===== src/psr_pkg.sv =====
`default_nettype none
package psr_pkg;

  // ==========================================================
  // Process numbering
  localparam int PSR_NPROC = 6;
  localparam logic [2:0] PSR_P_THREAD = 3'h0;
  localparam logic [2:0] PSR_P_DMA = 3'h1;
  localparam logic [2:0] PSR_P_REPLY = 3'h2;
  localparam logic [2:0] PSR_P_CMD = 3'h3;
  localparam logic [2:0] PSR_P_IN0 = 3'h4;
  localparam logic [2:0] PSR_P_IN1 = 3'h5;

  // ==========================================================
  // Field positions of the status word
  localparam int PSR_B_HELD = 31;
  localparam int PSR_B_TRAPEACH = 28;
  localparam int PSR_B_RUNNABLE = 27;
  localparam int PSR_B_EN_NZ = 26;
  localparam int PSR_B_EN_Z = 25;
  localparam int PSR_B_QREADY = 24;
  localparam int PSR_B_REJECT = 23;
  localparam int PSR_B_ACKED = 22;
  localparam int PSR_B_CRCFAIL = 21;
  localparam int PSR_B_SOPERR = 20;
  localparam int PSR_B_MIDPKT = 19;
  localparam int PSR_WAKE_HI = 18;
  localparam int PSR_WAKE_LO = 16;
  localparam int PSR_ADDR_HI = 15;
  localparam int PSR_ADDR_LO = 6;
  localparam int PSR_CAUSE_HI = 5;
  localparam int PSR_CAUSE_LO = 0;

  // ==========================================================
  // Wake condition codes
  typedef enum logic [2:0] {
    PSR_WAKE_NEVER = 3'h0,
    PSR_WAKE_ALWAYS = 3'h1,
    PSR_WAKE_QITEM = 3'h2,
    PSR_WAKE_OUTREADY = 3'h3,
    PSR_WAKE_ACKWAIT = 3'h4,
    PSR_WAKE_SPACE = 3'h5
  } psr_wake_t;

  // ==========================================================
  // Restart microaddresses
  localparam logic [9:0] PSR_IDLE_RESTART_POINT = 10'h001;
  localparam logic [9:0] PSR_INPUT_RESET_ENTRY = 10'h008;
  localparam logic [9:0] PSR_DMA_RESET = 10'h010;
  localparam logic [9:0] PSR_THREAD_RESET = 10'h020;
  localparam logic [9:0] PSR_CMD_RESET = 10'h028;
  localparam logic [9:0] PSR_REPLY_RESET = 10'h030;
  localparam logic [9:0] PSR_INPUT_WAIT_POINT = 10'h163;

  // ==========================================================
  // Reset words: zero-context enable, restart address, inputs awake
  localparam logic [31:0] PSR_RST_THREAD = 32'h0200_0800;
  localparam logic [31:0] PSR_RST_DMA = 32'h0200_0400;
  localparam logic [31:0] PSR_RST_REPLY = 32'h0200_0C00;
  localparam logic [31:0] PSR_RST_CMD = 32'h0200_0A00;
  localparam logic [31:0] PSR_RST_INPUT = 32'h0201_0200;

endpackage
`default_nettype wire


===== src/psr_status_bank.sv =====
`default_nettype none
// Summary of operation
// Six status registers, one per process, readable and writable via command port.
// On exception, the pre-error status word is copied to that process's exception area.
// Bit 31 read-only output-held flag, settable only for reply, DMA, thread.
// On error, an open output is closed with an end-of-packet error.
// Input processes with bit 28 set trap on every received transaction.
// Queued processes runnable when queue-ready set and any run enable set.
// Empty queue or disabled nonzero-context top item clears queue-ready.
// Command runnable on waiting command or interrupt; input runnable on waiting transaction.
// Bits 26/25 enable contexts; inputs auto-nack transactions of disabled context.
// Software changes enables by atomic update with wake never, then restores.
// Queue-ready set whenever process queued; software sets it with enables.
// Bit 23 reject set on nack before acknowledge marker; later transactions discarded.
// Bit 22 shows acknowledge already sent for current packet.
// Bad checksum sets bit 21, raises exception, sets reject if unacknowledged.
// Bit 20 flags packet ended by link reset or new start of packet.
// Bit 19 set on every transaction except end-of-packet.
// Bits 18:16 hold the wake condition code, values 0 to 5.
// Bits 15:6 restart microaddress, bits 5:0 trap cause.
// Reset leaves zeros except zero-context enable, restart address and the wake-always code of input processes.
// Exception sets restart address to idle point 0x001.
// Reset restart addresses: DMA 0x010, thread 0x020, command 0x028.
// Input reset entry 0x008 resets pointers, wakes on queue item, waits 0x163.
module psr_status_bank (
  input wire logic i_clock, // System clock
  input wire logic i_arst_n, // Async reset, active low
  input wire logic i_cmd_write, // Command port write strobe
  input wire logic i_cmd_read, // Command port read strobe
  input wire logic [2:0] i_cmd_index, // Process selected
  input wire logic [31:0] i_cmd_wdata, // Write data
  output logic [31:0] o_cmd_rdata, // Read data
  output logic o_cmd_rvalid, // Read data valid pulse
  input wire logic [5:0] i_queue_put, // Item queued, per process
  input wire logic [5:0] i_queue_check, // Engine examined queue top
  input wire logic i_queue_empty, // Queue found empty
  input wire logic i_top_nonzero, // Top item has nonzero context
  input wire logic [5:0] i_out_open, // Output channel opened
  input wire logic [5:0] i_out_close, // Output channel closed normally
  input wire logic i_cmd_pending, // Command waiting in command regs
  input wire logic i_int_pending, // Internal interrupt pending
  input wire logic i_exc_valid, // Exception taken
  input wire logic [2:0] i_exc_proc, // Process taking the exception
  input wire logic [5:0] i_exc_cause, // Trap cause code
  input wire logic [5:0] i_dispatch, // Process dispatched by engine
  input wire logic [1:0] i_rx_waiting, // Transaction waiting, per input
  input wire logic [1:0] i_rx_trans, // Transaction received
  input wire logic i_rx_ctx_nz, // Its context is nonzero
  input wire logic i_rx_eop, // It is an end of packet
  input wire logic i_rx_checksum_failure, // It failed its checksum
  input wire logic i_rx_acknowledge_request_marker, // It carries the acknowledge marker
  input wire logic [1:0] i_rx_sop_err, // Packet ended by reset or new start
  input wire logic [1:0] i_rx_newpkt, // New packet begins
  input wire logic [1:0] i_rx_nack_sent, // Negative acknowledge sent
  input wire logic [1:0] i_rx_ack_sent, // Acknowledge sent
  output logic [5:0] o_runnable, // Runnable per process
  output logic o_exc_write, // Exception area write pulse
  output logic [2:0] o_exc_proc, // Exception area owner
  output logic [31:0] o_exc_data, // Status word at the error
  output logic o_eop_close, // Close output with end-of-packet error
  output logic [1:0] o_auto_nack, // Negative acknowledge request
  output logic [1:0] o_discard, // Drop this transaction
  output logic [1:0] o_trap_req, // Trap to main processor
  output logic [1:0] o_crc_exc, // Checksum exception
  output logic [1:0] o_ptr_reset // Reset input buffer pointers
);
  import psr_pkg::*;

  // ==========================================================
  // Storage and per-process next values
  logic [5:0][31:0] stat_r;
  logic [5:0][31:0] stat_nxt;
  logic [5:0] run_nxt;
  logic [5:0] close_nxt;
  logic [1:0] acknowledge_request_marker_seen_r;
  logic [1:0] acknowledge_request_marker_seen_nxt;
  logic [1:0] nack_nxt;
  logic [1:0] discard_nxt;
  logic [1:0] trap_nxt;
  logic [1:0] crc_nxt;
  logic [1:0] ptr_nxt;

  // reset word, restart address included, of each process
  function automatic logic [31:0] reset_word(input int p);
    if (p == int'(PSR_P_THREAD)) begin
      return PSR_RST_THREAD;
    end else if (p == int'(PSR_P_DMA)) begin
      return PSR_RST_DMA;
    end else if (p == int'(PSR_P_REPLY)) begin
      return PSR_RST_REPLY;
    end else if (p == int'(PSR_P_CMD)) begin
      return PSR_RST_CMD;
    end else begin
      return PSR_RST_INPUT;
    end
  endfunction

  // Exception lands on a process only with a legal index
  wire exc_ok = i_exc_valid && (i_exc_proc < 3'(PSR_NPROC));
  // status word as it stood at the error
  wire [31:0] exc_word = exc_ok ? stat_r[i_exc_proc] : 32'h0000_0000;

  // ==========================================================
  // Per-process field logic
  genvar g;
  generate
    for (g = 0; g < PSR_NPROC; g++) begin : g_proc
      wire [31:0] cur = stat_r[g];
      wire wr_hit = i_cmd_write && (i_cmd_index == 3'(g));
      wire exc_hit = exc_ok && (i_exc_proc == 3'(g));
      wire [31:0] base = wr_hit ? i_cmd_wdata : cur;
      wire en_nz = cur[PSR_B_EN_NZ];
      wire en_z = cur[PSR_B_EN_Z];
      wire is_queued = (g <= int'(PSR_P_REPLY));
      wire is_input = (g >= int'(PSR_P_IN0));
      wire held;
      wire qready;
      wire [9:0] addr;
      wire [2:0] wake;
      wire [5:0] cause;
      wire [4:0] rxflags;
      // Input restart entry; other processes keep their address
      // reset entry moves to the wait point when dispatched
      wire entry_run = is_input && i_dispatch[g] &&
        (cur[PSR_ADDR_HI:PSR_ADDR_LO] == PSR_INPUT_RESET_ENTRY);

      // held flag only for queued output processes
      // exception drops the held flag
      assign held = is_queued && !exc_hit &&
        (i_out_open[g] || (cur[PSR_B_HELD] && !i_out_close[g]));
      // close request when the failing process held output
      assign close_nxt[g] = exc_hit && cur[PSR_B_HELD];

      // queue top not runnable clears queue-ready
      wire qclear = is_queued && i_queue_check[g] && cur[PSR_B_RUNNABLE] &&
        (i_queue_empty || (i_top_nonzero && !en_nz && en_z));
      // queueing sets ready, winning over clear and write
      assign qready = i_queue_put[g] || (!qclear && base[PSR_B_QREADY]);

      // queued runnability
      // command and input runnability
      if (g <= int'(PSR_P_REPLY)) begin : g_rq
        assign run_nxt[g] = cur[PSR_B_QREADY] && (en_nz || en_z);
      end else if (g == int'(PSR_P_CMD)) begin : g_rc
        assign run_nxt[g] = i_cmd_pending || i_int_pending;
      end else begin : g_ri
        assign run_nxt[g] = i_rx_waiting[g-4];
      end

      // exception parks the process at the idle point
      // address and cause fields
      assign addr = exc_hit ? PSR_IDLE_RESTART_POINT :
        entry_run ? PSR_INPUT_WAIT_POINT : base[PSR_ADDR_HI:PSR_ADDR_LO];
      assign cause = exc_hit ? i_exc_cause : base[PSR_CAUSE_HI:PSR_CAUSE_LO];
      // wake condition code
      assign wake = entry_run ? PSR_WAKE_QITEM : base[PSR_WAKE_HI:PSR_WAKE_LO];

      if (g >= int'(PSR_P_IN0)) begin : g_in
        localparam int J = g - 4;
        wire trans = i_rx_trans[J];
        wire np = i_rx_newpkt[J];
        wire rej = cur[PSR_B_REJECT];
        wire acked = cur[PSR_B_ACKED] || i_rx_ack_sent[J];
        wire checksum_failure = trans && i_rx_checksum_failure;
        // disabled context type is negatively acknowledged
        wire ctx_off = i_rx_ctx_nz ? !en_nz : !en_z;
        // nack before the marker, or R14 bad checksum unacknowledged
        wire set_rej = (i_rx_nack_sent[J] && !acknowledge_request_marker_seen_r[J]) ||
          (checksum_failure && !cur[PSR_B_ACKED]);
        assign acknowledge_request_marker_seen_nxt[J] = (trans && i_rx_acknowledge_request_marker) || (!np && acknowledge_request_marker_seen_r[J]);
        // reject and R13 acknowledge, new packet clears, set wins
        assign rxflags[4] = set_rej || (!np && rej);
        assign rxflags[3] = i_rx_ack_sent[J] || (!np && acked);
        // checksum failure flag
        assign rxflags[2] = checksum_failure || (!np && cur[PSR_B_CRCFAIL]);
        // packet cut short
        assign rxflags[1] = i_rx_sop_err[J] || (!np && cur[PSR_B_SOPERR]);
        // mid-packet follows every transaction
        assign rxflags[0] = trans ? !i_rx_eop : cur[PSR_B_MIDPKT];
        assign nack_nxt[J] = trans && !rej && ctx_off;
        assign discard_nxt[J] = trans && rej;
        // single-step trap per transaction
        assign trap_nxt[J] = trans && cur[PSR_B_TRAPEACH];
        // checksum failure raises exception
        assign crc_nxt[J] = checksum_failure;
        // pointer reset on leaving the reset entry
        assign ptr_nxt[J] = entry_run;
      end else begin : g_q
        assign rxflags = 5'h00;
      end

      // assembled status word
      assign stat_nxt[g] = {held, 2'b00, base[PSR_B_TRAPEACH], cur[PSR_B_RUNNABLE],
        base[PSR_B_EN_NZ], base[PSR_B_EN_Z], qready, rxflags, wake, addr, cause};
    end
  endgenerate

  // ==========================================================
  // Command port read path
  wire rd_ok = i_cmd_read && (i_cmd_index < 3'(PSR_NPROC));
  wire [31:0] rd_word = rd_ok ? stat_r[i_cmd_index] : 32'h0000_0000;

  // Status words, runnable bit refreshed each cycle
  // reset words per process
  always_ff @(posedge i_clock or negedge i_arst_n) begin
    if (!i_arst_n) begin
      for (int p = 0; p < PSR_NPROC; p++) begin
        stat_r[p] <= reset_word(p);
      end
    end else begin
      for (int p = 0; p < PSR_NPROC; p++) begin
        stat_r[p] <= stat_nxt[p] & ~(32'h1 << PSR_B_RUNNABLE) |
          ({31'h0000_0000, run_nxt[p]} << PSR_B_RUNNABLE);
      end
    end
  end

  // Registered outputs and input-side packet state
  always_ff @(posedge i_clock or negedge i_arst_n) begin
    if (!i_arst_n) begin
      o_cmd_rdata <= 32'h0000_0000;
      o_cmd_rvalid <= 1'b0;
      o_runnable <= 6'h00;
      o_exc_write <= 1'b0;
      o_exc_proc <= 3'h0;
      o_exc_data <= 32'h0000_0000;
      o_eop_close <= 1'b0;
      o_auto_nack <= 2'h0;
      o_discard <= 2'h0;
      o_trap_req <= 2'h0;
      o_crc_exc <= 2'h0;
      o_ptr_reset <= 2'h0;
      acknowledge_request_marker_seen_r <= 2'h0;
    end else begin
      o_cmd_rdata <= rd_word;
      o_cmd_rvalid <= i_cmd_read;
      o_runnable <= run_nxt;
      o_exc_write <= exc_ok;
      o_exc_proc <= i_exc_proc;
      o_exc_data <= exc_word;
      o_eop_close <= |close_nxt;
      o_auto_nack <= nack_nxt;
      o_discard <= discard_nxt;
      o_trap_req <= trap_nxt;
      o_crc_exc <= crc_nxt;
      o_ptr_reset <= ptr_nxt;
      acknowledge_request_marker_seen_r <= acknowledge_request_marker_seen_nxt;
    end
  end
endmodule
`default_nettype wire


===== config.mk =====
export PLATFORM = sky130hd
export DESIGN_NAME = psr_status_bank
export DESIGN_NICKNAME = d
export VERILOG_FILES = /design/src/psr_pkg.sv /design/src/psr_status_bank.sv
export SDC_FILE = /design/constraint.sdc
export NUM_CORES = 1
export LEC_CHECK = 0
export ABC_AREA = 1
export ABC_CLOCK_PERIOD_IN_PS = 4200
export BUFFER_PORTS_ARGS = -buffer_cell sky130_fd_sc_hd__buf_2
export CAP_MARGIN = 20
export CORE_MARGIN = 1
export CORE_UTILIZATION = 55
export CTS_CLUSTER_SIZE = 14
export DETAILED_ROUTE_END_ITERATION = 7
export GPL_TIMING_DRIVEN = 0
export PLACE_DENSITY_LB_ADDON = 0.08
export SLEW_MARGIN = 25
export SYNTH_ARGS = -nofsm -noshare
export SYNTH_HDL_FRONTEND = slang
export SYNTH_SLANG_ARGS = --single-unit

===== constraint.sdc =====
create_clock -name i_clock -period 4.2 [get_ports i_clock]
set_clock_uncertainty 0.15 [all_clocks]
set_input_delay 0.42 -clock i_clock [delete_from_list [all_inputs] [get_ports i_clock]]
set_output_delay 0.42 -clock i_clock [all_outputs]
set_load 0.03 [all_outputs]

==> run summary, run 1 <==
max-slew violations: 0
FILL cells: 1787
Die Y: 146.9 um
post-layout minimum cycle time: 2696 ps
first-pass GRT wire length: 61.11 mm
status: finished, final reports clean
# IOs: 185
setup slack after layout: 1504 ps
Setup TNS Final: 0 ps
non-filler cells, final: 2073
initial antenna violation count: 2
fmax: 370.9 MHz
drt pass-1 iters: 5
# hold bufs at CTS: 41
GR peak layer: met2
Post-CTS Setup Bufs: 0
GPL Wtd Cong: 0.9785
Final Hold Fails: 0
part of the cycle the worst path needs: 0.6419
Finished Cell Area: 13970 sq um
Setup WS pre-CTS: 1668 ps
port buffer count: 158
Setup crit start: i_exc_proc[0]
worst endpoint required time: 4480 ps
detailed-route via count: 11746
Vias/cell: 5.666
crit end category: flop
Net count, final: 1882
synthesized instance count: 1552
GR Util met1: 0.5253
pin count of the biggest net entering global routing: 90
antenna-violating nets left: 0
final core utilization: 0.6838
Worst R2R Start: g_proc[4].cur[9]
crit start category: primary input
P_leak: 7.439 nW
Area Overhead vs Synth: 20.96%
clk root buf: clkbuf_16
post_cts resized: 0
Inst Count DP: 1985
Initial Utilization: 0.5653
die area: 21580 sq um
Worst Hold Class: primary input to flop
Hold Path Origin: i_cmd_wdata[18]
met3 global-route usage: 0.07547
Die X: 146.9 um
row count: 52
reg2reg end: g_proc[4].cur[8]
Final Setup Violations: 0
htree depth: 1
gr ovfl total: 0
Sink Count: 235
vias in the first global route: 10858
Pwr Density: 443.6 nW/um^2
Synth cell types: 30
Worst VDD drop: 294.9 uV
worst slew pin tran: 884.9 ps
Total GRT Usage: 0.3766
reg2reg setup slack: 2210 ps
WS Path Type: primary input to flop
worst reg2reg path depth: 5
total power: 6.197 mW
drt drc: 0
Relative slew margins: 0.4101
met2 Track Usage GR: 0.5727
worst-skew pair later-pin latency: 540 ps
WL/cell: 19.49 um
TritonCTS Buffers: 25
core area: 20430 sq um
clk slew on worst S/H paths: 60 ps
Synth Cell Area: 11550 sq um
layout cell share with drive strength beyond 1: 0.1615
RSZ-0062 raised after global routing: no
max cap viols: 0
sequential share of the synthesized area: 0.5109
Seq cells post-synth: 235
WL final: 40.40 mm
DRT iter0 DRCs: 1488
DP HPWL: 27.55 mm
CTS tree: built
Clock Tree Buf Depth: 3
CP Capture Point: g_proc[4].cur[14]
WHS: 8.587 ps
Yosys warnings: 0
Arrival @ worst endpoint: 2980 ps
Placed Area: 12750 sq um
syn avg cell area: 7.441 sq um
crit-path max FO: 10
## how the worst min path moves through the flow
stage                                                       to  slack [ps]  cells past startpoint
after floorplan           acknowledge_request_marker_seen_r[0]         -30                      0
after global placement                       g_proc[2].cur[11]         310                      2
after detailed placement                     g_proc[2].cur[11]         320                      2
after CTS                                    g_proc[2].cur[15]           1                      3
after global routing                         g_proc[4].cur[18]          20                      3
final                                        g_proc[4].cur[18]           9                      3
## cell type report
class / instances / area (sq um) / area share
sequential: 235 / 5901 / 0.4224
inverter: 164 / 616.8 / 0.04416
buffer: 69 / 361.6 / 0.02588
multi-input combinational: 1087 / 4681 / 0.3351
clock buffer: 38 / 734.5 / 0.05258
clock inverter: 8 / 68.82 / 0.004926
antenna: 1 / 2.502 / 0.0001791
timing repair buffer: 201 / 1266 / 0.09064
tap: 270 / 337.8 / 0.02418
## cells in the final DEF, fill, tap and decap left out, types with 19 or more instances in the layout
cell             n
nand2_1        573
dfrtp_1        219
buf_2          185
inv_1          149
nor2_1         149
nand3_1        138
o21ai_0        103
dlygate4sd3_1   41
a21oi_1         38
clkbuf_1        27
clkbuf_16       25
o22ai_1         19
## sequential cells by signal (all words and copies together) (netlist names)
signal / flops
o_discard: 2
acknowledge_request_marker_seen_r: 2
o_trap_req: 2
g_proc.cur: 153
o_eop_close: 1
o_cmd_rvalid: 1
o_cmd_rdata: 30
o_exc_proc: 3
o_ptr_reset: 2
o_exc_write: 1
o_runnable: 4
o_crc_exc: 2
o_auto_nack: 2
o_exc_data: 30
## cells by family (layout without fill, tap and decap cells)
| kind of cell | after synthesis | in the layout | share of synthesized area |
|---|---|---|---|
| buffers and inverters | 233 | 480 | 0.08472 |
| other | 1 | 5 | 0.0003247 |
| and+or+nand+nor | 881 | 881 | 0.3083 |
| AOI/OAI and AO/OA | 202 | 202 | 0.09567 |
| DFF | 235 | 235 | 0.5109 |
## critical path, stage by stage
cell and delay, ps:
dlygate4sd3_1 530, buf_2 120, buf_2 220, nor2_2 120, nand2_1 540, clkinv_1 680
a21oi_1 340
## cell usage after synthesis
cell	number	area share
clkinv_1	1	0.00032
dfrtp_1	219	0.47
nand3_1	138	0.060
a21boi_1	1	0.00065
inv_1	149	0.048
o21ai_0	103	0.045
o211ai_1	9	0.0059
or2_2	1	0.00054
clkinv_2	1	0.00043
dfstp_2	16	0.036
nand2_1	573	0.19
a22oi_1	10	0.0065
inv_2	13	0.0042
o21bai_1	5	0.0033
o22ai_1	19	0.010
buf_2	28	0.012
a21oi_1	38	0.016
buf_1	4	0.0013
o21ai_1	15	0.0065
nand3b_1	3	0.0020
conb_1	1	0.00032
nor2_1	149	0.048
clkbuf_1	20	0.0065
nor2_4	5	0.0049
o221ai_1	2	0.0015
nand2_2	7	0.0038
buf_6	1	0.00098
buf_4	16	0.010
and2_1	1	0.00054
nor2_2	4	0.0022
## power breakdown
group	switching (mW)	internal (mW)	leakage [nW]	total, mW
sequential	0.213	2.59	2.94	2.80
combinational	0.809	0.400	4.10	1.21
clock	0.922	1.26	0.402	2.19
## layer usage
layer	vias up	routed length, um
met5	-	9
met2	772	18030
met1	5521	16110
li1	5328	-
met4	2	1643
met3	123	4603
Power figures use the tool's default switching activity.
==> run 2: changes to the inputs <==
--- a/config.mk
+++ b/config.mk
@@ -5,8 +5,8 @@
 export SDC_FILE = /design/constraint.sdc
 export NUM_CORES = 1
 export LEC_CHECK = 0
-export ABC_AREA = 1
-export ABC_CLOCK_PERIOD_IN_PS = 4200
+export ABC_AREA = 0
+export ABC_CLOCK_PERIOD_IN_PS = 2700
 export BUFFER_PORTS_ARGS = -buffer_cell sky130_fd_sc_hd__buf_2
 export CAP_MARGIN = 20
 export CORE_MARGIN = 1
==> constraint.sdc (replaced) <==
create_clock -name i_clock -period 2.7 [get_ports i_clock]
set_clock_uncertainty 0.15 [all_clocks]
set_input_delay 0.27 -clock i_clock [delete_from_list [all_inputs] [get_ports i_clock]]
set_output_delay 0.27 -clock i_clock [all_outputs]
set_load 0.03 [all_outputs]
==> run 2 against run 1 <==
  * Clock power up 72%
  * Sequential share of layout area shrank 0.40 points
  * Total power up 65%
  * Synthesized cell count shrank 32%
  * Critical endpoint is now o_exc_data[15]
  * Die area down 3.3%
  * Sequential power up 59%
  * Final area rose by 0.97%
  * Non-clock buffer count up 56
  * Largest power group unchanged
  * Routed wire length down 16%
  * Sequential cell count unchanged
==> run summary, run 2 <==
Worst Hold Class: primary input to flop
n_diodes: 0 (-1)
Die X: 144.5 um (-1.7%)
Worst Hold Depth: 4 (+1)
crit-path max FO: 10 (unchanged)
WS Path Type: primary input to flop
ys async rst share: 1.000 (unchanged)
initial antenna violation count: 0 (-2)
part of the cycle the worst path needs: 0.9889
count of buffer and inverter cells on the critical path: 5 (+1)
Sink Count: 235 (unchanged)
Finished Cell Area: 14100 sq um (+0.97%)
die area: 20870 sq um (-3.3%)
DP HPWL: 22.04 mm (-20%)
met2 Track Usage GR: 0.5428 (-0.02999)
synthesized instance count: 1061 (-32%)
post-layout minimum cycle time: 2670 ps
# IOs: 185 (unchanged)
crit end category: flop
clk slew on worst S/H paths: 60 ps (about the same)
Worst VDD drop: 537.4 uV (+82%)
worst-skew pair later-pin latency: 530 ps (about the same)
Seq cells post-synth: 235 (unchanged)
top cell type's share of synthesized area: 0.4908 (+0.01627)
row count: 51 (-1.9%)
vias in the first global route: 9384 (-14%)
GPL Wtd Cong: 0.8777 (-10%)
TritonCTS Buffers: 25 (unchanged)
CTS tree: built
Yosys warnings: 0 (unchanged)
detailed-route via count: 9440 (-20%)
antenna-violating nets left: 0 (unchanged)
clk root buf: clkbuf_16
critical-path cell list: dlygate4sd3_1 > buf_2 > clkbuf_1 > nand3b_1 > clkbuf_1 > clkbuf_1 > o22ai_1
Clock Tree Buf Depth: 3 (unchanged)
worst reg2reg path depth: 3 (-2)
reg2reg end: g_proc[5].cur[13]
Final Setup Violations: 0 (unchanged)
cell taking the most area after synthesis: dfrtp_1
syn avg cell area: 10.52 sq um (+41%)
max-slew violations: 0 (unchanged)
commonest non-fill, non-tap cell in the layout: nand2_1
synth top area cells: dfrtp_1 (49%), mux4_2 (9.7%), nand2_1 (9.6%)
htree depth: 1 (unchanged)
Relative slew margins: 0.3524 (-0.05767)
crit start category: primary input
max cap viols: 0 (unchanged)
Synth Cell Area: 11170 sq um (-3.3%)
dominant synthesized flop cell: dfrtp_1
met3 global-route usage: 0.05596 (-0.01951)
Synth cell types: 52 (+73%)
pin count of the biggest net entering global routing: 89 (-1.1%)
WL final: 34.11 mm (-16%)
Crit-path slowest cell: clkbuf_1
Placed Area: 12360 sq um (-3.1%)
GR peak layer: met2
Die Y: 144.5 um (-1.7%)
gr ovfl total: 0 (unchanged)
top-count cell post-synth: nand2_1
fmax: 374.5 MHz
sequential share of the synthesized area: 0.5285 (+0.01752)
Setup TNS Final: 0 ps (unchanged)
Hold Path End: g_proc[4].cur[2]
layout cell share with drive strength beyond 1: 0.2417 (+0.08020)
synth cell count leaders: nand2_1 (287), dfrtp_1 (219), mux2i_1 (81)
Vias/cell: 5.834 (+3.0%)
critical path's top delay family: buffers and inverters
worst slew pin tran: 967.3 ps (+82.41 ps)
Arrival @ worst endpoint: 2880 ps (-100 ps)
GR Util met1: 0.4823 (-0.04298)
Final Hold Fails: 0 (unchanged)
Area Overhead vs Synth: 26.32%
Total GRT Usage: 0.3443 (-0.03233)
Initial Utilization: 0.5681 (+0.002832)
worst endpoint required time: 2910 ps (-1570 ps)
DRT iter0 DRCs: 881 (-41%)
Hold Path Origin: i_exc_valid
reg2reg setup slack: 560 ps (-1650 ps)
drt pass-1 iters: 7 (+2)
P_leak: 6.916 nW (-7.0%)
Worst R2R Start: g_proc[5].cur[9]
WL/cell: 21.08 um (+8.2%)
Largest register FFs: 153 (unchanged)
Net count, final: 1433 (-24%)
CP max stage delay: 630 ps (-50 ps)
most frequent cells in the layout: nand2_1 (287), dfrtp_1 (219), buf_2 (187), dlygate4sd3_1 (83), mux2i_1 (81)
port buffer count: 158 (unchanged)
core area: 19650 sq um (-3.8%)
EDFF count, synth: 0 (unchanged)
Pwr Density: 724.2 nW/um^2 (+63%)
RSZ-0062 raised after global routing: no
drt drc: 0 (unchanged)
WHS: 147.7 ps (+139.2 ps)
Most common cell on crit path: clkbuf_1
status: finished, final reports clean
first-pass GRT wire length: 52.80 mm (-14%)
==> run 2: cell types whose count changed after synthesis, moves of 17 or more <==
cell and change:
o22ai_1 +29, inv_1 -91, o21ai_0 -83, a31oi_1 +26
nand3_1 -134, a21oi_1 +17, mux2i_1 +81, nand2_1 -286
mux4_2 +48, nor2_1 -113
==> run 2: area by class of cell <==
| class | count | area [sq um] |
|---|---|---|
| Fill cell | 1528 | 5549 |
| Inverter | 59 | 221.5 |
| Tap cell | 265 | 331.6 |
| Sequential cell | 235 | 5901 |
| Clock buffer | 31 | 698.2 |
| Buffer | 83 | 410.4 |
| Multi-Input combinational cell | 687 | 4648 |
| Clock inverter | 15 | 207.7 |
| Timing Repair Buffer | 243 | 1687 |
==> run 2: logic make-up after synthesis <==
kind of cell,count (synthesis),synth area share
multiplexers,131,0.1714
other,1,0.0003358
AND/OR/NAND/NOR,379,0.1519
AO/OA/AOI/OAI,173,0.09155
buffers and inverters,142,0.05625
flip-flops,235,0.5285
==> run 2: power breakdown <==
part	total [mW]	leakage, nW	switching, mW	internal [mW]
clock	3.77	0.456	1.45	2.31
combinational	2.00	3.53	1.08	0.915
sequential	4.45	2.93	0.390	4.06
total	10.2	6.92	2.93	7.29
==> run 2: layer usage <==
layer	share of wire	vias to the layer above
met5	0	-
met4	0.031	0
met3	0.089	86
met2	0.47	511
met1	0.41	4650
li1	-	4193
==> run 2: worst max-delay path by stage <==
stage,end,start,cells past startpoint
detailed placement,o_exc_data[15],i_exc_proc[1],6
floorplan,g_proc[5].cur[18],g_proc[5].cur[7],5
global route,o_exc_data[15],i_exc_proc[1],7
CTS,g_proc[0].cur[5],i_exc_proc[1],7
global placement,g_proc[2].cur[3],i_arst_n,1
finish,o_exc_data[15],i_exc_proc[1],7
==> run 2: through the flow <==
step / power, mW / cells / setup WS, ps / util
finish: 10.21 / 1618 / 30.07 / 0.7177
global route: 10.63 / 1618 / 27.19 / 0.7177
CTS: 10.22 / 1618 / 126.4 / 0.7175
detailed placement: 6.338 / 1489 / 185.1 / 0.6291
global placement: 6.262 / 1487 / -2890 / 0.6258
floorplan: 5.681 / 1064 / 929.5 / -
==> run 2: timing repair <==
action | in CTS | in global routing
buffers inserted | 0 | 0
hold endpoints to repair | 244 | 0
hold buffers | 83 | 0
resized for setup | 0 | 6
setup endpoints to repair | 0 | 3
==> run 2: worst register-to-register path, stage by stage, from the launching register on <==
cell	delay [ps]
dfstp_2	560
or4bb_1	450
o31ai_1	690
a21oi_1	130
